File: src/core/tas_defs.vh
// constants for the touch switch sequencer: register map, control word layout, timing counts
`ifndef TAS_DEFS_VH
`define TAS_DEFS_VH

// register byte offsets
`define TAS_REG_CTRL 8'h00
`define TAS_REG_STATUS 8'h04
`define TAS_REG_WORD 8'h08
`define TAS_REG_COUNT 8'h0c

// reset values
`define TAS_CTRL_RST 1'h1
`define TAS_PD_RST 2'h2

// axi responses
`define TAS_RESP_OKAY 2'h0
`define TAS_RESP_SLVERR 2'h2

// control word: bits shifted in after the start bit
`define TAS_WORD_BITS 3'h7
`define TAS_CFG_READY_BIT 3'h5
`define TAS_PD_ALL_ON 2'h3

// channel codes
`define TAS_CH_TEMP0 3'h0
`define TAS_CH_XPOS 3'h1
`define TAS_CH_BAT 3'h2
`define TAS_CH_Z1 3'h3
`define TAS_CH_Z2 3'h4
`define TAS_CH_YPOS 3'h5
`define TAS_CH_TEMP1 3'h7

// reference node selections
`define TAS_REFP_VREF 2'h0
`define TAS_REFP_YP 2'h1
`define TAS_REFP_XP 2'h2
`define TAS_REFN_GND 2'h0
`define TAS_REFN_YN 2'h1
`define TAS_REFN_XN 2'h2

// serial clock falling edges per phase
`define TAS_ACQ_FALLS 4'h3
`define TAS_CONV12_FALLS 4'hc
`define TAS_CONV8_FALLS 4'h8

`endif

File: src/core/tas_sync2.v
// two flip-flop synchroniser for asynchronous pin inputs
`timescale 1ns/1ps
module tas_sync2 #(
  parameter W = 2
) (
  input wire aclk, // system clock
  input wire aresetn, // synchronous reset, active low
  input wire [W-1:0] d, // asynchronous inputs
  output wire [W-1:0] q // synchronised outputs
);
  reg [W-1:0] meta_ff;
  reg [W-1:0] sync_ff;

  // first stage feeds only the second stage
  always @(posedge aclk) begin
    if (!aresetn) begin
      meta_ff <= {W{1'b0}};
      sync_ff <= {W{1'b0}};
    end else begin
      meta_ff <= d;
      sync_ff <= meta_ff;
    end
  end

  assign q = sync_ff;
endmodule // tas_sync2

File: src/core/tas_touch_seq.v
// touch screen front end sequencer: serial word capture, phase timing, switch and reference control
// Notes on behaviour
// - tracking starts on the falling edge of the fifth serial clock after start
// - both power bits one keeps plate drivers on between conversions
// - back-to-back fifteen clock 12-bit ratiometric words keep drivers on without a gap
// - internal reference enabled exactly when the high power bit is one
// - reference switch opens whenever the internal reference is off
// - single-ended y measurement: x+ to converter, y drivers on, vref/gnd reference
// - single-ended mode turns plate drivers off once acquisition ends
// - ratiometric mode takes reference nodes from the driven plate terminals
// - ratiometric mode keeps drivers on through acquisition and conversion
// - battery divider on only while the battery channel is sampled
// - two temperature diode channels: base bias and multiplied bias
// - power bits come up as low zero, high one until a word loads
// - reference mode bit one selects single-ended, zero differential
`timescale 1ns/1ps
`include "tas_defs.vh"
module tas_touch_seq (
  input wire aclk, // system clock, 10 MHz
  input wire aresetn, // synchronous reset, active low
  input wire [7:0] s_axi_awaddr, // write address
  input wire s_axi_awvalid, // write address valid
  output wire s_axi_awready, // write address ready
  input wire [31:0] s_axi_wdata, // write data
  input wire [3:0] s_axi_wstrb, // write byte strobes
  input wire s_axi_wvalid, // write data valid
  output wire s_axi_wready, // write data ready
  output wire [1:0] s_axi_bresp, // write response
  output wire s_axi_bvalid, // write response valid
  input wire s_axi_bready, // write response ready
  input wire [7:0] s_axi_araddr, // read address
  input wire s_axi_arvalid, // read address valid
  output wire s_axi_arready, // read address ready
  output wire [31:0] s_axi_rdata, // read data
  output wire [1:0] s_axi_rresp, // read response
  output wire s_axi_rvalid, // read data valid
  input wire s_axi_rready, // read data ready
  input wire serial_conversion_clock, // host serial clock pin
  input wire serial_data_in, // host serial data pin
  output wire track_en, // high while track-and-hold is tracking
  output wire [2:0] mux_sel, // converter input channel
  output wire drv_xp, // x+ plate driver on
  output wire drv_xn, // x- plate driver on
  output wire drv_yp, // y+ plate driver on
  output wire drv_yn, // y- plate driver on
  output wire [1:0] ref_pos_sel, // positive reference node select
  output wire [1:0] ref_neg_sel, // negative reference node select
  output wire bat_div_en, // battery divide-by-four network on
  output wire temp_bias_base, // diode biased by base current
  output wire temp_bias_mult, // diode biased by multiplied current
  output wire int_ref_en, // internal reference powered
  output wire reference_disconnect_switch // closed (1) ties internal reference to the pin
);
  localparam PH_IDLE = 3'b001;
  localparam PH_ACQ = 3'b010;
  localparam PH_CONV = 3'b100;
  // pin synchronisation
  wire [1:0] pins_s;
  tas_sync2 #(.W(2)) u_sync (
    .aclk(aclk),
    .aresetn(aresetn),
    .d({serial_conversion_clock, serial_data_in}),
    .q(pins_s)
  );
  wire sclk_s = pins_s[1];
  wire din_s = pins_s[0];
  reg sclk_prev_ff;
  wire sclk_rise = sclk_s & ~sclk_prev_ff;
  wire sclk_fall = ~sclk_s & sclk_prev_ff;
  // software control and word state
  reg seq_enable_ff, rx_busy_ff;
  reg [2:0] rx_bits_ff;
  reg [5:0] shift_ff;
  reg [7:0] word_ff;
  reg [1:0] power_ctrl_ff; // {power_ctrl_high_bit, power_ctrl_low_bit}
  reg [15:0] conv_count_ff;
  // serial word receiver; start is only recognised while idle and enabled
  always @(posedge aclk) begin
    if (!aresetn) begin
      sclk_prev_ff <= 1'b0;
      rx_busy_ff <= 1'b0;
      rx_bits_ff <= 3'h0;
      shift_ff <= 6'h00;
      word_ff <= 8'h00;
      power_ctrl_ff <= `TAS_PD_RST;
    end else begin
      sclk_prev_ff <= sclk_s;
      if (sclk_rise) begin
        if (!rx_busy_ff && seq_enable_ff && din_s) begin
          rx_busy_ff <= 1'b1;
          rx_bits_ff <= 3'h0;
        end else if (rx_busy_ff) begin
          shift_ff <= {shift_ff[4:0], din_s};
          rx_bits_ff <= rx_bits_ff + 3'h1;
          if (rx_bits_ff == `TAS_WORD_BITS - 3'h1) begin
            // last bit in: word complete, power bits take effect
            rx_busy_ff <= 1'b0;
            word_ff <= {1'b1, shift_ff, din_s};
            power_ctrl_ff <= {shift_ff[0], din_s};
          end
        end
      end
    end
  end
  // channel, resolution and reference mode are known once five bits are in
  wire acq_go = sclk_fall & rx_busy_ff & (rx_bits_ff == `TAS_CFG_READY_BIT);
  reg [2:0] phase_ff, ch_ff, nxt_phase, nxt_ch;
  reg [3:0] cnt_ff, nxt_cnt;
  reg ser_ff, mode8_ff, nxt_ser, nxt_mode8, conv_done;
  wire [3:0] conv_len = mode8_ff ? `TAS_CONV8_FALLS : `TAS_CONV12_FALLS;
  // phase sequencing on serial clock falling edges; a new acquisition preempts
  // a running conversion so overlapped words chain with no idle gap
  always @* begin
    nxt_phase = phase_ff;
    nxt_cnt = cnt_ff;
    nxt_ch = ch_ff;
    nxt_ser = ser_ff;
    nxt_mode8 = mode8_ff;
    conv_done = 1'b0;
    if (acq_go) begin
      nxt_phase = PH_ACQ;
      nxt_cnt = 4'h0;
      nxt_ch = shift_ff[4:2];
      nxt_mode8 = shift_ff[1];
      nxt_ser = shift_ff[0];
      conv_done = (phase_ff == PH_CONV) && (cnt_ff == conv_len - 4'h1); // chained word: count the running conversion only if this fall is its last
    end else if (sclk_fall) begin
      case (phase_ff)
        PH_IDLE: nxt_cnt = 4'h0;
        PH_ACQ: begin
          if (cnt_ff == `TAS_ACQ_FALLS - 4'h1) begin
            nxt_phase = PH_CONV;
            nxt_cnt = 4'h0;
          end else begin
            nxt_cnt = cnt_ff + 4'h1;
          end
        end
        PH_CONV: begin
          if (cnt_ff == conv_len - 4'h1) begin
            nxt_phase = PH_IDLE;
            nxt_cnt = 4'h0;
            conv_done = 1'b1;
          end else begin
            nxt_cnt = cnt_ff + 4'h1;
          end
        end
        default: begin
          nxt_phase = PH_IDLE;
          nxt_cnt = 4'h0;
        end
      endcase
    end
  end
  // plate drivers and reference nodes for a channel and reference mode
  reg [3:0] tbl_drv; // {xp, xn, yp, yn}
  reg [1:0] tbl_refp, tbl_refn;
  always @* begin
    tbl_drv = 4'h0;
    tbl_refp = `TAS_REFP_VREF;
    tbl_refn = `TAS_REFN_GND;
    case (nxt_ch)
      `TAS_CH_XPOS: begin
        tbl_drv = 4'b0011;
        if (!nxt_ser) begin
          tbl_refp = `TAS_REFP_YP;
          tbl_refn = `TAS_REFN_YN;
        end
      end
      `TAS_CH_Z1, `TAS_CH_Z2: begin
        tbl_drv = 4'b0110;
        if (!nxt_ser) begin
          tbl_refp = `TAS_REFP_YP;
          tbl_refn = `TAS_REFN_XN;
        end
      end
      `TAS_CH_YPOS: begin
        tbl_drv = 4'b1100;
        if (!nxt_ser) begin
          tbl_refp = `TAS_REFP_XP;
          tbl_refn = `TAS_REFN_XN;
        end
      end
      default: tbl_drv = 4'h0;
    endcase
  end
  // registered front end controls, computed from the next phase so pins
  // change on the same system edge as the phase
  reg [3:0] drv_ff, nxt_drv;
  reg track_ff, bat_ff, tb_base_ff, tb_mult_ff;
  reg [1:0] refp_ff, refn_ff;
  wire sampling = (nxt_phase == PH_ACQ);
  always @* begin
    case (nxt_phase)
      PH_ACQ: nxt_drv = tbl_drv;
      PH_CONV: nxt_drv = nxt_ser ? 4'h0 : tbl_drv;
      PH_IDLE: nxt_drv = (power_ctrl_ff == `TAS_PD_ALL_ON) ? tbl_drv : 4'h0;
      default: nxt_drv = 4'h0;
    endcase
  end
  always @(posedge aclk) begin
    if (!aresetn) begin
      phase_ff <= PH_IDLE;
      cnt_ff <= 4'h0;
      ch_ff <= 3'h0;
      ser_ff <= 1'b1;
      mode8_ff <= 1'b0;
      drv_ff <= 4'h0;
      track_ff <= 1'b0;
      bat_ff <= 1'b0;
      tb_base_ff <= 1'b0;
      tb_mult_ff <= 1'b0;
      refp_ff <= `TAS_REFP_VREF;
      refn_ff <= `TAS_REFN_GND;
      conv_count_ff <= 16'h0000;
    end else begin
      phase_ff <= nxt_phase;
      cnt_ff <= nxt_cnt;
      ch_ff <= nxt_ch;
      ser_ff <= nxt_ser;
      mode8_ff <= nxt_mode8;
      drv_ff <= nxt_drv;
      track_ff <= sampling;
      bat_ff <= sampling & nxt_ser & (nxt_ch == `TAS_CH_BAT);
      tb_base_ff <= sampling & nxt_ser & (nxt_ch == `TAS_CH_TEMP0);
      tb_mult_ff <= sampling & nxt_ser & (nxt_ch == `TAS_CH_TEMP1);
      refp_ff <= tbl_refp;
      refn_ff <= tbl_refn;
      if (conv_done) begin
        conv_count_ff <= conv_count_ff + 16'h0001;
      end
    end
  end
  assign track_en = track_ff;
  assign mux_sel = ch_ff;
  assign drv_xp = drv_ff[3];
  assign drv_xn = drv_ff[2];
  assign drv_yp = drv_ff[1];
  assign drv_yn = drv_ff[0];
  assign ref_pos_sel = refp_ff;
  assign ref_neg_sel = refn_ff;
  assign bat_div_en = bat_ff;
  assign temp_bias_base = tb_base_ff;
  assign temp_bias_mult = tb_mult_ff;
  // reference power and its pin switch follow the high power bit alone
  assign int_ref_en = power_ctrl_ff[1];
  assign reference_disconnect_switch = power_ctrl_ff[1];
  // axi4-lite slave: one write and one read in flight, write answered one cycle after capture, read on the capture edge
  reg awready_ff, wready_ff, aw_have_ff, w_have_ff, bvalid_ff, arready_ff, rvalid_ff, rd_hit;
  reg [7:0] awaddr_ff;
  reg [3:0] wstrb_ff;
  reg [1:0] bresp_ff, rresp_ff;
  reg [31:0] wdata_ff, rdata_ff, rd_val;
  // read decode; reserved bits read as zero
  always @* begin
    rd_val = 32'h00000000;
    rd_hit = 1'b1;
    case (s_axi_araddr)
      `TAS_REG_CTRL: rd_val = {31'h00000000, seq_enable_ff};
      `TAS_REG_STATUS: rd_val = {24'h000000, cnt_ff, rx_busy_ff, phase_ff};
      `TAS_REG_WORD: rd_val = {16'h0000, 6'h00, power_ctrl_ff, word_ff};
      `TAS_REG_COUNT: rd_val = {16'h0000, conv_count_ff};
      default: rd_hit = 1'b0;
    endcase
  end
  always @(posedge aclk) begin
    if (!aresetn) begin
      awready_ff <= 1'b1;
      wready_ff <= 1'b1;
      aw_have_ff <= 1'b0;
      w_have_ff <= 1'b0;
      awaddr_ff <= 8'h00;
      wdata_ff <= 32'h00000000;
      wstrb_ff <= 4'h0;
      bvalid_ff <= 1'b0;
      bresp_ff <= `TAS_RESP_OKAY;
      arready_ff <= 1'b1;
      rvalid_ff <= 1'b0;
      rresp_ff <= `TAS_RESP_OKAY;
      rdata_ff <= 32'h00000000;
      seq_enable_ff <= `TAS_CTRL_RST;
    end else begin
      if (awready_ff && s_axi_awvalid) begin
        awaddr_ff <= s_axi_awaddr;
        awready_ff <= 1'b0;
        aw_have_ff <= 1'b1;
      end
      if (wready_ff && s_axi_wvalid) begin
        wdata_ff <= s_axi_wdata;
        wstrb_ff <= s_axi_wstrb;
        wready_ff <= 1'b0;
        w_have_ff <= 1'b1;
      end
      // both halves held: commit; status registers ignore writes
      if (aw_have_ff && w_have_ff && !bvalid_ff) begin
        aw_have_ff <= 1'b0;
        w_have_ff <= 1'b0;
        bvalid_ff <= 1'b1;
        bresp_ff <= `TAS_RESP_OKAY;
        case (awaddr_ff)
          `TAS_REG_CTRL: seq_enable_ff <= wstrb_ff[0] ? wdata_ff[0] : seq_enable_ff;
          `TAS_REG_STATUS, `TAS_REG_WORD, `TAS_REG_COUNT: bresp_ff <= `TAS_RESP_OKAY;
          default: bresp_ff <= `TAS_RESP_SLVERR;
        endcase
      end
      if (bvalid_ff && s_axi_bready) begin
        bvalid_ff <= 1'b0;
        awready_ff <= 1'b1;
        wready_ff <= 1'b1;
      end
      if (arready_ff && s_axi_arvalid) begin
        arready_ff <= 1'b0;
        rvalid_ff <= 1'b1;
        rdata_ff <= rd_val;
        rresp_ff <= rd_hit ? `TAS_RESP_OKAY : `TAS_RESP_SLVERR;
      end
      if (rvalid_ff && s_axi_rready) begin
        rvalid_ff <= 1'b0;
        arready_ff <= 1'b1;
      end
    end
  end
  assign s_axi_awready = awready_ff;
  assign s_axi_wready = wready_ff;
  assign s_axi_bvalid = bvalid_ff;
  assign s_axi_bresp = bresp_ff;
  assign s_axi_arready = arready_ff;
  assign s_axi_rvalid = rvalid_ff;
  assign s_axi_rresp = rresp_ff;
  assign s_axi_rdata = rdata_ff;
endmodule // tas_touch_seq

File: config.mk
export PLATFORM = sky130hd
export DESIGN_NAME = tas_touch_seq
export DESIGN_NICKNAME = d
export VERILOG_FILES = /design/src/core/tas_sync2.v /design/src/core/tas_touch_seq.v
export VERILOG_INCLUDE_DIRS = /design/src /design/src/core
export SDC_FILE = /design/constraint.sdc
export NUM_CORES = 1
export LEC_CHECK = 0
export ABC_AREA = 1
export BUFFER_PORTS_ARGS = -buffer_cell sky130_fd_sc_hd__buf_4
export CAP_MARGIN = 0
export CORE_AREA = 2 2 99 101
export CTS_CLUSTER_DIAMETER = 150
export DETAILED_ROUTE_END_ITERATION = 12
export DIE_AREA = 0 0 101 103
export PLACE_DENSITY = 0.7
export SLEW_MARGIN = 5
export SYNTH_ARGS = -nofsm -noshare
export SYNTH_HDL_FRONTEND = slang
export SYNTH_SLANG_ARGS = --single-unit
File: constraint.sdc
create_clock -name aclk -period 2.04 [get_ports aclk]
set_clock_uncertainty 0.2 [all_clocks]
set_input_delay 0.408 -clock aclk [delete_from_list [all_inputs] [get_ports aclk]]
set_output_delay 0.408 -clock aclk [all_outputs]
set_load 0.01 [all_outputs]
==> out/results.ini, run 1 <==
[outcome]
status = complete, no violations

[worst_setup_path]
critPathLaunch = rx_bits_ff[0]
worstSetupStartpointType = register
cp_max_fo = 6
reg2reg_from = rx_bits_ff[0]
worst_ep_arrival_time_ns = 2.02
crit_required_ns = 2.15
critical_path_class = reg -> reg
worstRegToRegCells = 13
cp-end-kind = register

[sta]
setup_viol = 0
slew_viol_final = 0
fin_setup_tns_ns = 0
rsz0062_at_grt = no
finalHoldViolCount = 0
setup_ws_ns = 0.128
post-route-period-util_pct = 93.7
worst_pin_slew_ns = 0.623
slew_headroom_pct = 58.4
max_freq_mhz = 523
layout_min_cycle_time_ns = 1.91

[synthesis]
synth.top_cells.by_count = nand2_1 (141), dfxtp_1 (100), inv_1 (70)
synth_cell_type_count = 37
synthArstFlopShare_pct = 0
synth_top_cell_by_area = dfxtp_1
synth_edf_count = 0
ys_seq_elements = 100
ys_warn_count = 0
netlist.area_leader.share_pct = 44.2
synthFlopType = dfxtp_1
yosysSeqAreaShare_pct = 44.2
syn_avg_cell_area_sq_um = 7.21
postSynthCellCount = 628
synthTopCellsByArea = dfxtp_1 (44%), nand2_1 (12%), a21oi_1 (6.3%)
synth.most_common_cell = nand2_1
syn_area_sq_um = 4530

[floorplan]
die_w_microns = 101
dieArea_sq_um = 10400
core_area_sq_um = 9460
die_h_microns = 103
start_util_pct = 47.8
io_pins = 119
rows = 36

[global_route]
antenna_found_initial = 0
grt_pass1_vias = 3444
grt_pass1_wl_microns = 16000
grt_usage_pct = 19.1
grt_overflow = 0
grt_start_max_net_pins = 58

[cells_and_area]
nets = 769
syn2layout_area_growth_pct = 20.0
drive_above_1_share_pct = 21.4
antenna_cells = 0

[detailed_routing]
wl_per_cell_microns = 12.2
vias = 4058
dr.pass1.iters = 7
drt_iter0_markers = 150
ant_nets = 0
drc = 0
vias_per_cell = 4.94
drt_wl_total_microns = 10000

[flow_run]
maxCapViolations = 0

[place]
portBuffers = 66
gp_congestion = 0.834
dp_hpwl_microns = 7140
dp_slack_ns = 0.0650

[clocking]
cts_sinks = 100
clk_path_buf_depth = 2
cts_hold_buf = 0
cts-root-buf = clkbuf_8
clk_latency_ns = 0.37
cts_buffers = 9
path_clk_slew_ns = 0.10
htree_levels = 3
cts_tree = done

[pwr]
power_leakage_nw = 2.40
power_density_nw_per_um2 = 673
ir_worst_vdd_mv = 0.300

[worst_hold_path]
min-delay-start = serial_conversion_clock
hp-class = in -> reg
whs_path_depth = 3

## stage by stage
stage	instance area [sq um]	util (%)	hold slack, ns	power (mW)	instances
2_1_floorplan	4590	-	0.190	2.24	645
3_3_place_gp	5130	54.2	0.194	2.31	804
3_5_place_dp	5130	54.2	0.199	2.32	804
4_1_cts	5340	56.5	0.00713	3.68	820
5_1_grt	5430	57.4	0.0258	3.81	821
6_report	5430	57.4	0.0139	3.66	821
## registers in the layout, indices dropped and copies added, names as in the netlist, 2 cells and up
| name | flops |
|---|---|
| rx_bits_ff | 3 |
| drv_ff | 4 |
| phase_ff | 3 |
| cnt_ff | 4 |
| u_sync.q | 2 |
| ref_neg_sel | 2 |
| u_sync.meta_ff | 2 |
| mux_sel | 3 |
| awaddr_ff | 8 |
| shift_ff | 6 |
| ref_pos_sel | 2 |
| s_axi_rdata | 16 |
| conv_count_ff | 16 |
| word_ff | 8 |
## power breakdown
group / leakage, nW / switching, mW / internal [mW]
Clock: 0.102 / 0.686 / 0.691
Sequential: 0.815 / 0.0256 / 2.00
Combinational: 1.48 / 0.151 / 0.104
## logic make-up after synthesis
logic type	count (synthesis)	share of synthesized area (%)
compound gates	119	13.9
xor+xnor	5	0.968
fa+ha+maj	6	1.66
buf+inv	113	11.4
flops	100	44.2
other cells	1	0.0829
simple gates	284	27.8
## per-layer routing
layer	track usage, %	vias to the layer above	share of wire, %
li1	-	2109	-
met5	0	-	0
met3	3.80	14	5.6
met2	31.6	117	46
met4	5.09	0	1.4
met1	25.7	1818	47
## final timing paths
check        slack, ns           endpoint
min               0.01  u_sync.meta_ff[1]
max               0.13          drv_ff[0]
max reg2reg       0.13          drv_ff[0]
min reg2reg       0.22        u_sync.q[0]
## final cells by class
type,instances,area (sq um)
clock buffers,10,128
clock inverters,6,88.8
fillers,857,4030
inverters,77,289
multi-input cells,432,2140
flip-flops and latches,100,2010
well taps,114,143
repair buffers,82,636
## critical path, stage by stage (launching register included)
cell and delay (ns):
dfxtp_2 0.39, ha_4 0.16, inv_1 0.05, nor2_2 0.12, nand2_2 0.12, buf_4 0.16
nand2_1 0.04, o21ai_1 0.06, buf_4 0.16, nor2_1 0.12, nand2_1 0.06, nand3_1 0.10
nand2_1 0.06, inv_1 0.07
## repair_timing
action,in CTS,in global routing
gates resized for setup,0,26
setup endpoints to repair,0,5
buffers inserted,0,1
## cell usage in the layout (no fill, tap or decap), types with 2 or more instances in the layout
cell type	n
clkbuf_8	9
nand2_1	136
nor2_4	6
nor3_1	11
nor2_2	5
dfxtp_1	95
nand3_2	4
conb_1	18
nand2_2	16
inv_1	68
o22ai_1	3
ha_1	4
o21a_1	2
buf_4	79
buf_6	2
dfxtp_2	5
clkinvlp_4	2
nand3_1	26
bufinv_16	2
inv_2	8
o211ai_1	6
nor2_1	66
xor2_1	5
o21ai_0	44
a21oi_1	55
nand2_4	2
a21oi_2	2
o21ai_1	3
nand4_1	6
(Power assumes the default switching activity.)
==> inputs of run 2 (changes only) <==
--- a/config.mk
+++ b/config.mk
@@ -9,11 +9,13 @@
 export ABC_AREA = 1
 export BUFFER_PORTS_ARGS = -buffer_cell sky130_fd_sc_hd__buf_4
 export CAP_MARGIN = 0
-export CORE_AREA = 2 2 99 101
+export CELL_PAD_IN_SITES_DETAIL_PLACEMENT = 0
+export CELL_PAD_IN_SITES_GLOBAL_PLACEMENT = 2
+export CORE_AREA = 2 2 128 130
 export CTS_CLUSTER_DIAMETER = 150
 export DETAILED_ROUTE_END_ITERATION = 12
-export DIE_AREA = 0 0 101 103
-export PLACE_DENSITY = 0.7
+export DIE_AREA = 0 0 130 132
+export PLACE_DENSITY = 0.75
 export SLEW_MARGIN = 5
 export SYNTH_ARGS = -nofsm -noshare
 export SYNTH_HDL_FRONTEND = slang
==> out/results.ini, run 2 (same netlist as run 1, synthesis figures left out) <==
[detailed_routing]
wl_per_cell_microns = 12.5  ; was 12.2 microns
dr.pass1.iters = 5  ; was 7
vias = 4045  ; was 4058
vias_per_cell = 4.35  ; was 4.94
drc = 0  ; unchanged
ant_nets = 0  ; unchanged
drt_iter0_markers = 141  ; was 150
drt_wl_total_microns = 11600  ; was 10000 microns

[worst_setup_path]
worstSetupStartpointType = register  ; unchanged
cp_max_fo = 6  ; unchanged
critical_path_class = reg -> reg  ; unchanged
worst_ep_arrival_time_ns = 1.96  ; was 2.02 ns
cp-end-kind = register  ; unchanged
crit_required_ns = 2.10  ; was 2.15 ns

[place]
portBuffers = 66  ; unchanged
dp_cells = 913  ; was 804
detailed_place.area_sq_um = 5330  ; was 5130 sq um
dp_hpwl_microns = 8570  ; was 7140 microns
gp_congestion = 0.784  ; was 0.834

[clocking]
htree_levels = 3  ; unchanged
cts_sinks = 100  ; unchanged
cts_tree = done  ; unchanged
path_clk_slew_ns = 0.07  ; was 0.10 ns
clk_latency_ns = 0.36  ; was 0.37 ns
clk_path_buf_depth = 2  ; unchanged
cts-root-buf = clkbuf_16  ; was clkbuf_8
cts_buffers = 9  ; unchanged

[flow_run]
maxCapViolations = 0  ; unchanged

[cells_and_area]
multiInputGateArea_sq_um = 2140  ; about the same
antenna_cells = 0  ; unchanged
final_cells = 930  ; was 821
nets = 776  ; was 769
drive_above_1_share_pct = 21.6  ; was 21.4%
fillerInstances = 1686  ; was 857
syn2layout_area_growth_pct = 27.0  ; was 20.0%
mostFrequentLayoutCells = nand2_1 (137), dfxtp_1 (96), buf_4 (84)  ; was nand2_1 (136), dfxtp_1 (95), buf_4 (79)
final_common_cell = nand2_1  ; unchanged
stdcell_area_sq_um = 5750  ; was 5430 sq um
ff_latch_area_sq_um = 2010  ; about the same
final_util_pct = 36.6  ; was 57.4%

[sta]
setup_viol = 0  ; unchanged
fin_setup_tns_ns = 0  ; unchanged
max_freq_mhz = 524  ; was 523 MHz
worst_pin_slew_ns = 0.648  ; was 0.623 ns
slew_viol_final = 0  ; unchanged
slew_headroom_pct = 56.8  ; was 58.4%
finalHoldViolCount = 0  ; unchanged
rsz0062_at_grt = no  ; unchanged
post-route-period-util_pct = 93.5  ; was 93.7%
layout_min_cycle_time_ns = 1.91  ; about the same
worst_hold_slack_ns = 0.0307  ; was 0.0139 ns

[pwr]
power_leakage_nw = 2.51  ; was 2.40 nW
ir_worst_vdd_mv = 0.428  ; was 0.300 mV
power_density_nw_per_um2 = 727  ; was 673 nW/um^2

[floorplan]
die_w_microns = 130  ; was 101 microns
io_pins = 119  ; unchanged
rows = 46  ; was 36
start_util_pct = 28.8  ; was 47.8%
die_h_microns = 132  ; was 103 microns
core_area_sq_um = 15700  ; was 9460 sq um
dieArea_sq_um = 17200  ; was 10400 sq um

[global_route]
grt_pass1_wl_microns = 18800  ; was 16000 microns
antenna_found_initial = 0  ; unchanged
use_met3_pct = 3.45  ; was 3.80%
grt_pass1_vias = 3848  ; was 3444
grt_usage_pct = 13.9  ; was 19.1%
grt_util_met2_pct = 20.7  ; was 31.6%
use_met1_pct = 19.2  ; was 25.7%
grt_start_max_net_pins = 58  ; unchanged
busiest_layer = met2  ; unchanged
grt_overflow = 0  ; unchanged

[worst_hold_path]
hp-class = in -> reg  ; unchanged

[outcome]
status = complete, no violations  ; unchanged

run 2: cell count changes in the layout (fill, tap and decap cells not counted), sizes merged:
cell / delta
clkinvlp: -1
buf: +7
inv: +1
run 2: path summary, 6_finish.rpt:
path | slack, ns | start | endpoint | cells past startpoint
worst min-delay path | 0.03 | serial_data_in | u_sync.meta_ff[0] | 3
worst max register to register | 0.13 | rx_bits_ff[1] | drv_ff[0] | 13
worst min register to register | 0.22 | u_sync.meta_ff[0] | u_sync.q[0] | 2
worst max-delay path | 0.13 | rx_bits_ff[1] | drv_ff[0] | 13
run 2: final cells by class:
class                   instances  area share, %
multi-input cells             432           37.3
flip-flops and latches        100           34.9
repair buffers                 89           12.4
inverters                      77           5.03
well taps                     216           4.70
clock buffers                  10           4.16
clock inverters                 6           1.50
run 2: critical path: stages, from the launching register on:
cell     delay (ns)
dfxtp_2        0.34
inv_2          0.05
ha_4           0.16
nand3_4        0.09
nor2_4         0.05
buf_6          0.12
a21oi_1        0.21
nand2_1        0.13
nand2_1        0.13
nor2_4         0.07
nand2_1        0.07
nand3_2        0.08
nand2_1        0.06
inv_1          0.04
run 2: repair_timing:
| action | 4_1_cts | 5_1_grt |
|---|---|---|
| setup endpoints to repair | 0 | 4 |
| hold endpoints to repair | 0 | 0 |
| setup buffers | 0 | 1 |
| gates resized for setup | 0 | 22 |
| hold buffers | 0 | 0 |
run 2: layer usage:
metal  wire (microns)  vias up
met5                0        -
met4              235        0
met3              482       17
met2             5000       83
met1             5880     1809
li1                 -     2136
run 2: power breakdown:
group	switching, mW	internal (mW)	total, mW
logic	0.155	0.109	0.264
registers	0.0254	2.00	2.02
clock network	0.778	1.11	1.89
run 2: per-stage QoR:
stage               setup WS, ns  power [mW]
floorplan                  0.282        2.24
CTS                       0.0357        4.24
detailed placement        0.0407        2.34
finish                     0.133        4.17
global placement          0.0840        2.33
global route            0.000859        4.35
